<file path="config.mk">
export PLATFORM = sky130hd
export DESIGN_NAME = mspi_master
export DESIGN_NICKNAME = d
export VERILOG_FILES = /design/src/rtl/mspi_pkg.sv /design/src/rtl/mspi_baud_gen.sv /design/src/rtl/mspi_pin_sync.sv /design/src/rtl/mspi_master.sv
export SDC_FILE = /design/constraint.sdc
export NUM_CORES = 1
export LEC_CHECK = 0
export BUFFER_PORTS_ARGS = -buffer_cell sky130_fd_sc_hd__buf_4
export CAP_MARGIN = 20
export CELL_PAD_IN_SITES_DETAIL_PLACEMENT = 1
export CELL_PAD_IN_SITES_GLOBAL_PLACEMENT = 2
export CORE_UTILIZATION = 35
export CTS_BUF_LIST = sky130_fd_sc_hd__clkbuf_2 sky130_fd_sc_hd__clkbuf_4 sky130_fd_sc_hd__clkbuf_8
export DETAILED_ROUTE_END_ITERATION = 7
export PLACE_DENSITY_LB_ADDON = 0.1
export SYNTH_ARGS = -nofsm -noshare
export SYNTH_HDL_FRONTEND = slang
export SYNTH_SLANG_ARGS = --single-unit
</file>
<file path="constraint.sdc">
create_clock -name MCLK -period 2.3 [get_ports MCLK]
set_clock_uncertainty 0.05 [all_clocks]
set_input_delay 0.46 -clock MCLK [delete_from_list [all_inputs] [get_ports MCLK]]
set_output_delay 0.46 -clock MCLK [all_outputs]
set_load 0.01 [all_outputs]
</file>
<file path="src/rtl/mspi_pkg.sv">
// Shared constants for the serial port run as a master-only SPI engine.
// Assumes a single system clock and that all users import the package.

package mspi_pkg;

  // ************************
  // Mode select and frame shape
  // ************************
  localparam logic [1:0] MODE_MASTER_SPI = 2'h3; // Both select bits set
  localparam int FRAME_BITS = 8;                 // One character per frame
  localparam logic [3:0] EDGE_FIRST = 4'h0;      // First clock edge of frame
  localparam logic [3:0] EDGE_LAST = 4'hF;       // Sixteenth clock edge

  // ************************
  // Baud divisor
  // ************************
  localparam int DIV_W = 12;                     // Divisor width
  localparam logic [DIV_W-1:0] DIV_RESET = 12'h000; // Divisor after reset
  localparam logic [DIV_W-1:0] DIV_ZERO = 12'h000;  // Terminal count

  // ************************
  // Reset values and receive queue
  // ************************
  localparam logic [7:0] BYTE_ZERO = 8'h00;      // Cleared data byte
  localparam logic IDLE_DATA = 1'b1;             // Data line idle level
  localparam logic [1:0] RXQ_EMPTY = 2'h0;       // No unread bytes
  localparam logic [1:0] RXQ_ONE = 2'h1;         // One unread byte
  localparam logic [1:0] RXQ_FULL = 2'h2;        // Two unread bytes

  // ************************
  // Engine states
  // ************************
  typedef enum logic [0:0]
  {
    ST_IDLE = 1'b0,   // Waiting for a byte in the transmit buffer
    ST_SHIFT = 1'b1   // Clocking one frame
  } engine_state_t;

endpackage : mspi_pkg

</file>
<file path="src/rtl/mspi_baud_gen.sv">
// Half-period tick generator for the serial clock.
// Assumes the divisor is stable while run is high.

`timescale 1ns/1ps

module mspi_baud_gen
  import mspi_pkg::*;
(
  input wire logic clk,
  input wire logic rst,
  input wire logic run,
  input wire logic [DIV_W-1:0] divisor,
  output logic tick
);

  logic [DIV_W-1:0] cnt_q; // Cycles left in this half period

  // ************************
  // Down counter, reloaded with the divisor
  // ************************
  // Half period is divisor plus one cycles, so a full serial
  // clock period is two times (divisor plus one) system cycles.
  always_ff @(posedge clk or posedge rst)
  begin
    if (rst)
    begin
      cnt_q <= DIV_RESET; // RL14
    end
    else if (!run || cnt_q == DIV_ZERO)
    begin
      cnt_q <= divisor; // RL3
    end
    else
    begin
      cnt_q <= cnt_q - 12'h001;
    end
  end

  // Tick marks each serial clock edge
  assign tick = run && (cnt_q == DIV_ZERO);

endmodule : mspi_baud_gen

</file>
<file path="src/rtl/mspi_pin_sync.sv">
// Three-stage synchroniser for a pin input.
// Assumes the pin is asynchronous to clk; output changes once
// the second and third stages agree.

`timescale 1ns/1ps

module mspi_pin_sync
(
  input wire logic clk,
  input wire logic rst,
  input wire logic pin,
  output logic level
);

  logic s1_q; // Metastability catcher, read only by s2_q
  logic s2_q; // Second stage
  logic s3_q; // Third stage

  // ************************
  // Synchroniser chain and agreement filter
  // ************************
  always_ff @(posedge clk or posedge rst)
  begin
    if (rst)
    begin
      s1_q <= 1'b0;
      s2_q <= 1'b0;
      s3_q <= 1'b0;
      level <= 1'b0;
    end
    else
    begin
      s1_q <= pin;
      s2_q <= s1_q;
      s3_q <= s2_q;
      // Accept only a settled value
      if (s2_q == s3_q)
      begin
        level <= s3_q;
      end
    end
  end

endmodule : mspi_pin_sync

</file>
<file path="src/rtl/mspi_master.sv">
// Serial port reused as a master-only SPI engine: clock generation,
// four data modes, 8-bit frames, buffered transmit and receive.
// Assumes control inputs come from logic on MCLK; the data-in pin
// is asynchronous and is synchronised here.
//
// Notes on behaviour
// RL1: Serial clock made internally only, master only.
// RL2: Software sets clock pin as output first.
// RL3: Clock rate is system clock over 2(div+1).
// RL4: Divisor is 12 bits from high and low.
// RL5: Polarity and phase pick one of four modes.
// RL6: Shift out and sample on opposite edges.
// RL7: Software keeps mode bits steady during transfers.
// RL8: Frame is eight data bits, no framing bits.
// RL9: One bit-order control for both directions.
// RL10: Next frame follows directly, else data idles high.
// RL11: Two writes send sixteen bits, then complete.
// RL12: Transmitter alone works; receiver needs transmitter.
// RL13: Software holds divisor zero while enabling transmitter.
// RL14: Divisor resets to zero.
// RL15: Software confirms idle before reconfiguring.
// RL16: Software clears complete flag before each write.
// RL17: Software keeps interrupts off during setup.
// RL18: Both mode-select bits set selects master SPI.
// RL19: Data write starts full-duplex byte transfer.
// RL20: Clock rests at polarity level between frames.

`timescale 1ns/1ps

module mspi_master
  import mspi_pkg::*;
(
  input wire logic MCLK,
  input wire logic RST,
  input wire logic [1:0] PORT_MODE_SELECT,
  input wire logic CLOCK_POLARITY_BIT,
  input wire logic CLOCK_PHASE_BIT,
  input wire logic BIT_ORDER_SELECT,
  input wire logic [3:0] BAUD_DIVISOR_HIGH,
  input wire logic [7:0] BAUD_DIVISOR_LOW,
  input wire logic TRANSMITTER_ENABLE,
  input wire logic RECEIVER_ENABLE,
  input wire logic [7:0] DATA_WRITE_BYTE,
  input wire logic DATA_WRITE,
  input wire logic DATA_READ,
  input wire logic TRANSMIT_COMPLETE_CLEAR,
  input wire logic SERIAL_DATA_IN,
  output logic SERIAL_CLOCK_PIN,
  output logic SERIAL_DATA_OUT,
  output logic [7:0] DATA_READ_BYTE,
  output logic RECEIVE_COMPLETE_FLAG,
  output logic TRANSMIT_COMPLETE_FLAG,
  output logic DATA_REGISTER_EMPTY,
  output logic TRANSFER_BUSY
);

  // ************************
  // Declarations
  // ************************
  logic spi_mode;             // Master SPI mode selected
  logic tx_on;                // Transmitter active in SPI mode
  logic rx_on;                // Receiver active, needs transmitter
  logic [DIV_W-1:0] divisor;  // Combined baud divisor
  logic tick;                 // One serial clock edge is due
  logic din;                  // Synchronised data-in level
  logic leading;              // Current edge is a leading edge
  logic sample_now;           // Sample data-in on this edge
  logic setup_now;            // Drive next data bit on this edge
  logic frame_end;            // Last edge of a frame
  logic load_next;            // Start a frame from the buffer
  logic first_bit;            // First bit of the buffered byte
  logic [7:0] rx_next;        // Receive shifter after this sample
  logic rx_push;              // Completed byte enters receive queue

  engine_state_t state_q;     // Engine state
  engine_state_t state_d;     // Next engine state
  logic [3:0] edge_q;         // Edge index within the frame
  logic [7:0] tx_buf_q;       // Transmit buffer
  logic tx_full_q;            // Transmit buffer holds a byte
  logic [7:0] tx_sh_q;        // Transmit shifter
  logic [7:0] rx_sh_q;        // Receive shifter
  logic [7:0] rx_spare_q;     // Second level of receive queue
  logic [1:0] rx_cnt_q;       // Unread bytes in receive queue

  // ************************
  // Mode decode and divisor
  // ************************
  assign spi_mode = (PORT_MODE_SELECT == MODE_MASTER_SPI); // RL18
  assign tx_on = spi_mode && TRANSMITTER_ENABLE;
  assign rx_on = tx_on && RECEIVER_ENABLE; // RL12
  assign divisor = {BAUD_DIVISOR_HIGH, BAUD_DIVISOR_LOW}; // RL4

  // ************************
  // Baud generator and input synchroniser
  // ************************
  // Only the internal generator clocks the link
  mspi_baud_gen u_baud // RL1
  (
    .clk(MCLK),
    .rst(RST),
    .run(state_q == ST_SHIFT),
    .divisor(divisor),
    .tick(tick)
  );

  // Data-in pin crosses into MCLK
  mspi_pin_sync u_din
  (
    .clk(MCLK),
    .rst(RST),
    .pin(SERIAL_DATA_IN),
    .level(din)
  );

  // ************************
  // Edge classification
  // ************************
  // Even edges are leading, odd ones trailing
  assign leading = ~edge_q[0];
  // Phase zero samples on leading, phase one on trailing
  assign sample_now = tick && (leading ^ CLOCK_PHASE_BIT); // RL5
  // Setup uses the other edge of each pair
  assign setup_now = tick && !(leading ^ CLOCK_PHASE_BIT); // RL6
  assign frame_end = tick && (edge_q == EDGE_LAST); // RL8
  // Back-to-back frame when the buffer is already filled
  assign load_next = tx_full_q && tx_on &&
                     ((state_q == ST_IDLE) || frame_end); // RL10
  // Bit order chooses which end leaves first
  assign first_bit = BIT_ORDER_SELECT ? tx_buf_q[0]
                                      : tx_buf_q[FRAME_BITS-1]; // RL9
  // Receive shifter fills from the same end order; off a sample
  // edge it holds, so a phase-zero frame end pushes the whole byte
  assign rx_next = !sample_now ? rx_sh_q
                 : BIT_ORDER_SELECT ? {din, rx_sh_q[7:1]}
                 : {rx_sh_q[6:0], din}; // RL9
  assign rx_push = frame_end && rx_on;

  // ************************
  // Engine state
  // ************************
  always_comb
  begin
    state_d = state_q;
    case (state_q)
      ST_IDLE:
      begin
        // Buffered byte starts a transfer
        if (load_next)
        begin
          state_d = ST_SHIFT; // RL19
        end
      end
      ST_SHIFT:
      begin
        // Leaving the mode or transmitter aborts the frame
        if (!tx_on)
        begin
          state_d = ST_IDLE;
        end
        else if (frame_end && !load_next)
        begin
          state_d = ST_IDLE;
        end
      end
      default:
      begin
        state_d = ST_IDLE;
      end
    endcase
  end

  // State register
  always_ff @(posedge MCLK or posedge RST)
  begin
    if (RST)
    begin
      state_q <= ST_IDLE;
    end
    else
    begin
      state_q <= state_d;
    end
  end

  // ************************
  // Edge counter
  // ************************
  always_ff @(posedge MCLK or posedge RST)
  begin
    if (RST)
    begin
      edge_q <= EDGE_FIRST;
    end
    else if (load_next || state_q == ST_IDLE)
    begin
      // Every frame starts at its first edge
      edge_q <= EDGE_FIRST;
    end
    else if (tick)
    begin
      // Wraps after sixteen edges, eight bits
      edge_q <= edge_q + 4'h1; // RL8
    end
  end

  // ************************
  // Serial clock output
  // ************************
  always_ff @(posedge MCLK or posedge RST)
  begin
    if (RST)
    begin
      SERIAL_CLOCK_PIN <= 1'b0;
    end
    else if (state_q != ST_SHIFT)
    begin
      // Rest at the polarity level between frames
      SERIAL_CLOCK_PIN <= CLOCK_POLARITY_BIT; // RL20
    end
    else if (tick)
    begin
      // Toggle once per half period
      SERIAL_CLOCK_PIN <= ~SERIAL_CLOCK_PIN; // RL3
    end
  end

  // ************************
  // Transmit buffer
  // ************************
  always_ff @(posedge MCLK or posedge RST)
  begin
    if (RST)
    begin
      tx_buf_q <= BYTE_ZERO;
      tx_full_q <= 1'b0;
    end
    else if (!tx_on)
    begin
      // Disabled transmitter drops a queued byte
      tx_full_q <= 1'b0;
    end
    else if (DATA_WRITE && (!tx_full_q || load_next))
    begin
      // Second write queues behind the shifting byte
      tx_buf_q <= DATA_WRITE_BYTE; // RL11
      tx_full_q <= 1'b1;
    end
    else if (load_next)
    begin
      // Byte moved into the shifter
      tx_full_q <= 1'b0;
    end
  end

  // ************************
  // Transmit shifter and data line
  // ************************
  always_ff @(posedge MCLK or posedge RST)
  begin
    if (RST)
    begin
      tx_sh_q <= BYTE_ZERO;
      SERIAL_DATA_OUT <= IDLE_DATA;
    end
    else if (load_next)
    begin
      if (!CLOCK_PHASE_BIT)
      begin
        // Phase zero: first bit stands before the first edge
        SERIAL_DATA_OUT <= first_bit; // RL5
        tx_sh_q <= BIT_ORDER_SELECT ? {1'b0, tx_buf_q[7:1]}
                                    : {tx_buf_q[6:0], 1'b0};
      end
      else
      begin
        // Phase one: first bit goes out on the leading edge
        tx_sh_q <= tx_buf_q;
      end
    end
    else if (state_q != ST_SHIFT || frame_end)
    begin
      // Line idles high after the last frame
      SERIAL_DATA_OUT <= IDLE_DATA; // RL10
    end
    else if (setup_now && !(CLOCK_PHASE_BIT == 1'b0 &&
                            edge_q == EDGE_LAST))
    begin
      // Shift out on the setup edge only
      SERIAL_DATA_OUT <= BIT_ORDER_SELECT ? tx_sh_q[0]
                                          : tx_sh_q[7]; // RL6
      tx_sh_q <= BIT_ORDER_SELECT ? {1'b0, tx_sh_q[7:1]}
                                  : {tx_sh_q[6:0], 1'b0};
    end
  end

  // ************************
  // Receive shifter
  // ************************
  always_ff @(posedge MCLK or posedge RST)
  begin
    if (RST)
    begin
      rx_sh_q <= BYTE_ZERO;
    end
    else if (sample_now && state_q == ST_SHIFT)
    begin
      // Latch on the sampling edge
      rx_sh_q <= rx_next; // RL6
    end
  end

  // ************************
  // Receive queue, two levels
  // ************************
  // On overflow the newest byte is lost, queued ones stay.
  always_ff @(posedge MCLK or posedge RST)
  begin
    if (RST)
    begin
      DATA_READ_BYTE <= BYTE_ZERO;
      rx_spare_q <= BYTE_ZERO;
      rx_cnt_q <= RXQ_EMPTY;
    end
    else if (!rx_on)
    begin
      // Disabled receiver flushes the queue
      rx_cnt_q <= RXQ_EMPTY;
    end
    else if (DATA_READ && rx_cnt_q != RXQ_EMPTY)
    begin
      if (rx_cnt_q == RXQ_FULL)
      begin
        DATA_READ_BYTE <= rx_spare_q;
        if (rx_push)
        begin
          rx_spare_q <= rx_next;
        end
        else
        begin
          rx_cnt_q <= RXQ_ONE;
        end
      end
      else if (rx_push)
      begin
        // Pop and push together keep one byte
        DATA_READ_BYTE <= rx_next;
      end
      else
      begin
        rx_cnt_q <= RXQ_EMPTY;
      end
    end
    else if (rx_push)
    begin
      // Byte received while sending
      if (rx_cnt_q == RXQ_EMPTY)
      begin
        DATA_READ_BYTE <= rx_next; // RL19
        rx_cnt_q <= RXQ_ONE;
      end
      else if (rx_cnt_q == RXQ_ONE)
      begin
        rx_spare_q <= rx_next;
        rx_cnt_q <= RXQ_FULL;
      end
    end
  end

  // ************************
  // Status flags
  // ************************
  always_ff @(posedge MCLK or posedge RST)
  begin
    if (RST)
    begin
      TRANSMIT_COMPLETE_FLAG <= 1'b0;
    end
    else if (frame_end && !tx_full_q)
    begin
      // Set only when nothing waits; set beats clear
      TRANSMIT_COMPLETE_FLAG <= 1'b1; // RL11
    end
    else if (TRANSMIT_COMPLETE_CLEAR)
    begin
      TRANSMIT_COMPLETE_FLAG <= 1'b0;
    end
  end

  // Mirrors of internal state, all registered
  always_ff @(posedge MCLK or posedge RST)
  begin
    if (RST)
    begin
      RECEIVE_COMPLETE_FLAG <= 1'b0;
      DATA_REGISTER_EMPTY <= 1'b1;
      TRANSFER_BUSY <= 1'b0;
    end
    else
    begin
      RECEIVE_COMPLETE_FLAG <= rx_on && (rx_cnt_q != RXQ_EMPTY);
      DATA_REGISTER_EMPTY <= !tx_full_q;
      TRANSFER_BUSY <= (state_q == ST_SHIFT);
    end
  end

endmodule : mspi_master

</file>
---- Yosys cells after proc, flatten, opt, wreduce, memory -nomap -nowiden ----
Cells that the tools add are included.
operators by class
  add/subtract/negate cells ............... 2
  multipliers ............................. 0
  div/mod/pow operators ................... 0
  $lt $le $gt $ge ......................... 0
  eq/ne operators ......................... 15
  shifts and indexed selects .............. 0
  mux-type cells .......................... 46
  bitwise logic cells ..................... 5
  reduce and logical (&&, ||, !) cells .... 43
operators by type and width
  operator                                                              number
  8-bit 2-to-1 mux                                                      18
  1-bit logical AND                                                     17
  1-bit 2-to-1 mux                                                      16
  2-bit 2-to-1 mux                                                      8
  2-bit nonzero test                                                    8
  12-bit logical NOT                                                    1
  12-bit 2-to-1 mux                                                     1
  12-bit by 1-bit subtractor with 12-bit output, second input constant  1
  2-bit != test, second input constant                                  5
  4-bit 2-to-1 mux                                                      2
  3-bit by 1-bit != test with 1-bit output, second input constant       2
  2-bit AND reduction                                                   3
  6-bit AND reduction                                                   1
  1-bit logical NOT                                                     5
  4-bit by 1-bit adder with 4-bit output, second input constant         1
  2-bit == test, second input constant                                  2
  4-bit == test, second input constant                                  1
  1-bit logical OR                                                      4
  4-bit by 1-bit != test with 1-bit output, second input constant       1
  1-bit NOT                                                             4
  4-bit AND reduction                                                   1
  3-bit != test, second input constant                                  1
  3-bit AND reduction                                                   1
  3-bit nonzero test                                                    1
  other kinds (6)                                                       6
storage, ports and cells
  bits in registers ....................... 70
  latch bits .............................. 0
  memory bits (writable) .................. 0
  memory bits (read-only) ................. 0
  bits of input ports ..................... 33
  logic and storage cells ................. 131
  memories kept ........................... 0

---- Depth between registers and ports, before layout ----
  depth in word-level cells ............... 10
  depth in mapped cells ................... 8
  depth with buffers taken out ............ 7

---- Hierarchy ----
Synthesis repeated with hierarchy kept, for this count alone.
unflattened totals
  cells, all modules ...................... 340
  area, all modules ....................... 3708.6 µm²
modules (own cells, without submodules)
  module         instances  cells each  area each (µm²)
  mspi_master    1          259         2865.2
  mspi_baud_gen  1          75          728.2
  mspi_pin_sync  1          6           115.1

---- Worst setup path after synthesis ----
No wires, ideal clock.
  path type ............................... register to register
  start ................................... register u_baud.cnt_q[0]
  end ..................................... register tx_buf_q[0]
  setup time .............................. 0.125 ns
  arrival ................................. 2.181 ns
  setup slack ............................. -0.056 ns
  stages on the path, launching flop included .. 8
  path buffers ............................ 0
  path through ............................ dfrtp_1 > inv_1 > ha_1 > nor4b_1 > nand3_1 > or2_2 > a31oi_4 > mux2_2
between the ends
  word-level cells in the longest chain between the ends .. 8
ends and longest elaborated chain
  item                           line                 RTL
  start, declared                mspi_baud_gen.sv:16  logic [DIV_W-1:0] cnt_q;
  start signal, assigned         mspi_baud_gen.sv:31  cnt_q <= divisor;
  start signal, assigned         mspi_baud_gen.sv:35  cnt_q <= cnt_q - 12'h001;
  12-bit logical NOT             mspi_baud_gen.sv:40  assign tick = run && (cnt_q == DIV_ZERO);
  1-bit logical AND              mspi_baud_gen.sv:40
  1-bit logical AND              mspi_master.sv:124   assign frame_end = tick && (edge_q == EDGE_LAST);
  1-bit logical OR               mspi_master.sv:127   ((state_q == ST_IDLE) || frame_end);
  1-bit logical AND              mspi_master.sv:126   assign load_next = tx_full_q && tx_on &&
  1-bit logical OR               mspi_master.sv:242   else if (DATA_WRITE && (!tx_full_q || load_next))
  1-bit logical AND              mspi_master.sv:242
  2-bit AND reduction (no line)  n/a
  end signal, assigned           mspi_master.sv:234   tx_buf_q <= BYTE_ZERO;
  end signal, assigned           mspi_master.sv:245   tx_buf_q <= DATA_WRITE_BYTE;
  end, declared                  mspi_master.sv:78    logic [7:0] tx_buf_q;
Every way passes these cells.
A chain may end at the register's enable or synchronous reset.

---- Worst setup path after layout ----
  start ................................... register u_baud.cnt_q[0]
  end ..................................... register rx_cnt_q[0]
between the ends
  word-level cells in the longest chain between the ends .. 6
  elaborated cells between the ends (all ways) .. 7
ends and longest elaborated chain
  item                                                                                        line                 RTL
  12-bit logical NOT *                                                                        mspi_baud_gen.sv:40
  1-bit logical AND *                                                                         mspi_baud_gen.sv:40
  1-bit logical AND *                                                                         mspi_master.sv:124
  1-bit logical AND *                                                                         mspi_master.sv:136   assign rx_push = frame_end && rx_on;
  3-bit != test (no line) / 3-bit by 1-bit != test with 1-bit output (equally long branches)  n/a
  3-bit AND reduction (no line) *                                                             n/a
  end signal, assigned                                                                        mspi_master.sv:322   rx_cnt_q <= RXQ_EMPTY;
  end signal, assigned                                                                        mspi_master.sv:327   rx_cnt_q <= RXQ_EMPTY;
  end signal, assigned                                                                        mspi_master.sv:340   rx_cnt_q <= RXQ_ONE;
  end, declared                                                                               mspi_master.sv:83    logic [1:0] rx_cnt_q;
Mark *: on every way between the ends. The rest lies on a longest branch, timed or not.

==> metrics <==
status=finished with violations; failing checks=setup timing; largest area contributor in the netlist=dfrtp_1; Synth Instances=326; First-pass DRT Iterations=4; core outline area=roughly 10000 um2; total routed wirelength=8.93 mm; FFs w/ async S/R, synth=1.00; GRT Overall Usage=0.189; initial antenna violation count=0; area grow syn2layout=30.1%; Peak supply drop=0.201 mV; Synth Flop Type=dfrtp_1; Reg clk slew, reported paths=80 ps; Design Area, Final=4580 um2; most numerous cell in the Yosys netlist=dfrtp_1; final worst slack=-15.1 ps; NumNets Final=441; RSZ-0062 raised after global routing=yes; IO buf count=46; slowest CP cell=or4_4; Avg WL per Cell=between 15 and 20 um; placed cell area=4250 um2; Die Ht=102 um; Post-synth EDFFs=0; #FFs+latches synth=70; clk sinks=70; post-place setup slack=-83.7 ps; Power Density=621 nW/um2; final critical-path share of the clock period=1.01; routed vias=2829; gpl congestion=0.760; CTS tree=done; Rows=36; worst-path cell chain=inv_2 -> ha_4 -> or4b_4 -> or4_4 -> mux2_4 -> o32ai_2; share of layout cells above drive strength 1=0.378; Critical Path Source Type=flop; gr ovfl total=0; Finished Layout Cells=543; Clk Latency, worst-skew pair=360 ps; largest cells by area after synthesis=dfrtp_1 (48%), mux2_2 (9.6%), mux2i_1 (6.3%), nand2_1 (4.7%), o21ai_0 (2.7%); fin. max-slew vios=0; vias in the first global route=2919; first-pass GRT wire length=14.8 mm; Synth cell types=47; hold_ws=138 ps; leakage=2.06 nW; total power=between 2 and 3 mW; Worst setup EP type=flop; commonest cells in the netlist=dfrtp_1 (68), nand2_1 (44), mux2_2 (30), mux2i_1 (22), o21ai_0 (19); Core Util, Final=0.469; CP arrival=2540 ps; pin count of the biggest net entering global routing=33; Yosys warning count=0; # diodes=0; Post-Syn Nets=362; sequential share of the synthesized area=0.498; I/O pins=47; Mapped Area=roughly 3500 um2; f_max=roughly 430 MHz; Post-route DRC=0; actual slew at the worst max-slew pin=663 ps; Max Buffers Root-to-Sink=2; DP Wirelength=6.41 mm; CTS Buf Count=9; WP data required=about 2500 ps; die width=102 um; crit path time final=2320 ps; post-route ant nets=0; Final Hold Vio Count=0; full die area=~10000 um2; syn avg cell area=10.8 um2; Via density=5.21; Max stage delay on crit path=570 ps; max_cap viols=0; H-tree lvl count=3; DRT iter0 DRCs=68; Hold WC Path Type=primary input to asynchronous set/reset pin; Initial Utilization=0.360; Crit Path Max Fanout=3; top cell type's share of synthesized area=0.483; root buffer cell=clkbuf_8; Final Setup Violations=1; # placed instances=approximately 520; # fillers=around 1100; crit path kind=flop to flop; headroom to the max-slew limit=0.558; Total Negative Setup Slacks=-15.1 ps
[flip-flops by register name, summed over array words and instances, names as in the netlist]
signal and cells:
u_baud.cnt_q 12, DATA_READ_BYTE 8, rx_sh_q 8, rx_spare_q 8, tx_buf_q 8, tx_sh_q 8
edge_q 4, rx_cnt_q 2, DATA_REGISTER_EMPTY 1, RECEIVE_COMPLETE_FLAG 1, SERIAL_CLOCK_PIN 1, SERIAL_DATA_OUT 1
TRANSFER_BUSY 1, TRANSMIT_COMPLETE_FLAG 1, state_q 1, tx_full_q 1, u_din.level 1, u_din.s1_q 1
u_din.s2_q 1, u_din.s3_q 1
[final cells by class]
cell class / count / area [um2] / area share
Multi-Input combinational cell: 236 / 1770 / 0.385
Sequential cell: 70 / 1750 / 0.383
Timing Repair Buffer: 83 / 656 / 0.143
Tap cell: 133 / 166 / 0.0363
Clock buffer: 10 / 138 / 0.0300
Clock inverter: 6 / 83.8 / 0.0183
Inverter: 5 / 18.8 / 0.00410
[power breakdown]
part	internal (mW)	leakage [nW]	total, mW	switching (mW)
sequential	1.31	0.907	1.39	0.0807
clock	0.638	0.116	1.14	0.506
combinational	0.177	1.04	0.313	0.136
total	2.12	2.06	2.85	0.723
[cell families after synthesis]
| family | share of synthesized area |
|---|---|
| AO/OA/AOI/OAI | 0.126 |
| XOR/XNOR | 0.0298 |
| adder cells (fa/ha/maj) | 0.0135 |
| buffers and inverters | 0.0220 |
| flip-flops | 0.498 |
| multiplexers | 0.163 |
| AND/OR/NAND/NOR | 0.148 |
[what timing repair did]
item,in CTS,in global routing
resized for setup,6,13
hold buffers,0,0
setup endpoints to repair,19,37
buffers inserted,0,6
pin swaps,0,5
[per-layer routing]
| metal | GRT usage | share of wire | vias to the layer above |
|---|---|---|---|
| met3 | 0.0486 | 0.035 | 14 |
| li1 | - | - | 1350 |
| met1 | 0.246 | 0.47 | 1413 |
| met5 | 0 | 0 | - |
| met2 | 0.301 | 0.48 | 52 |
| met4 | 0.0736 | 0.016 | 0 |
[worst max-delay path: cells and delay by family, from the launching register on]
kind	cells	cell delay [ps]
simple gates	2	1050
flops	1	400
mux	1	310
compound gates	1	190
fa+ha+maj	1	130
buf+inv	1	90
[cell usage in the layout (no fill, tap or decap), types with 3 or more instances in the layout]
cell / synthesis / layout
o21ai_0: 19 / 19
nor3_1: 4 / 4
o21a_1: 5 / 5
nor2_1: 14 / 14
xnor2_1: 10 / 10
a21oi_1: 6 / 6
mux2i_1: 22 / 22
dfrtp_1: 68 / 68
clkinv_2: 0 / 3
clkbuf_8: 0 / 10
o311ai_0: 8 / 8
a22oi_1: 5 / 4
nand4_1: 4 / 4
nand2_1: 44 / 43
buf_4: 0 / 79
nor4_1: 3 / 3
nand3_1: 14 / 14
a21boi_0: 4 / 3
inv_2: 0 / 3
or2_2: 3 / 3
mux2_2: 30 / 30
[path summary, 6_finish.rpt]
check	from	to	slack [ps]	depth (start not counted)
setup / recovery	u_baud.cnt_q[0]	rx_cnt_q[0]	-20	6
hold / removal	RST	DATA_READ_BYTE[3]	140	2
setup reg to reg	u_baud.cnt_q[0]	rx_cnt_q[0]	-20	6
hold reg to reg	u_din.s1_q	u_din.s2_q	310	0
max in group asynchronous	RST	DATA_REGISTER_EMPTY	1430	3
min in group MCLK	SERIAL_DATA_IN	u_din.s1_q	150	1
Note: power is estimated with default switching activity, not from simulation.
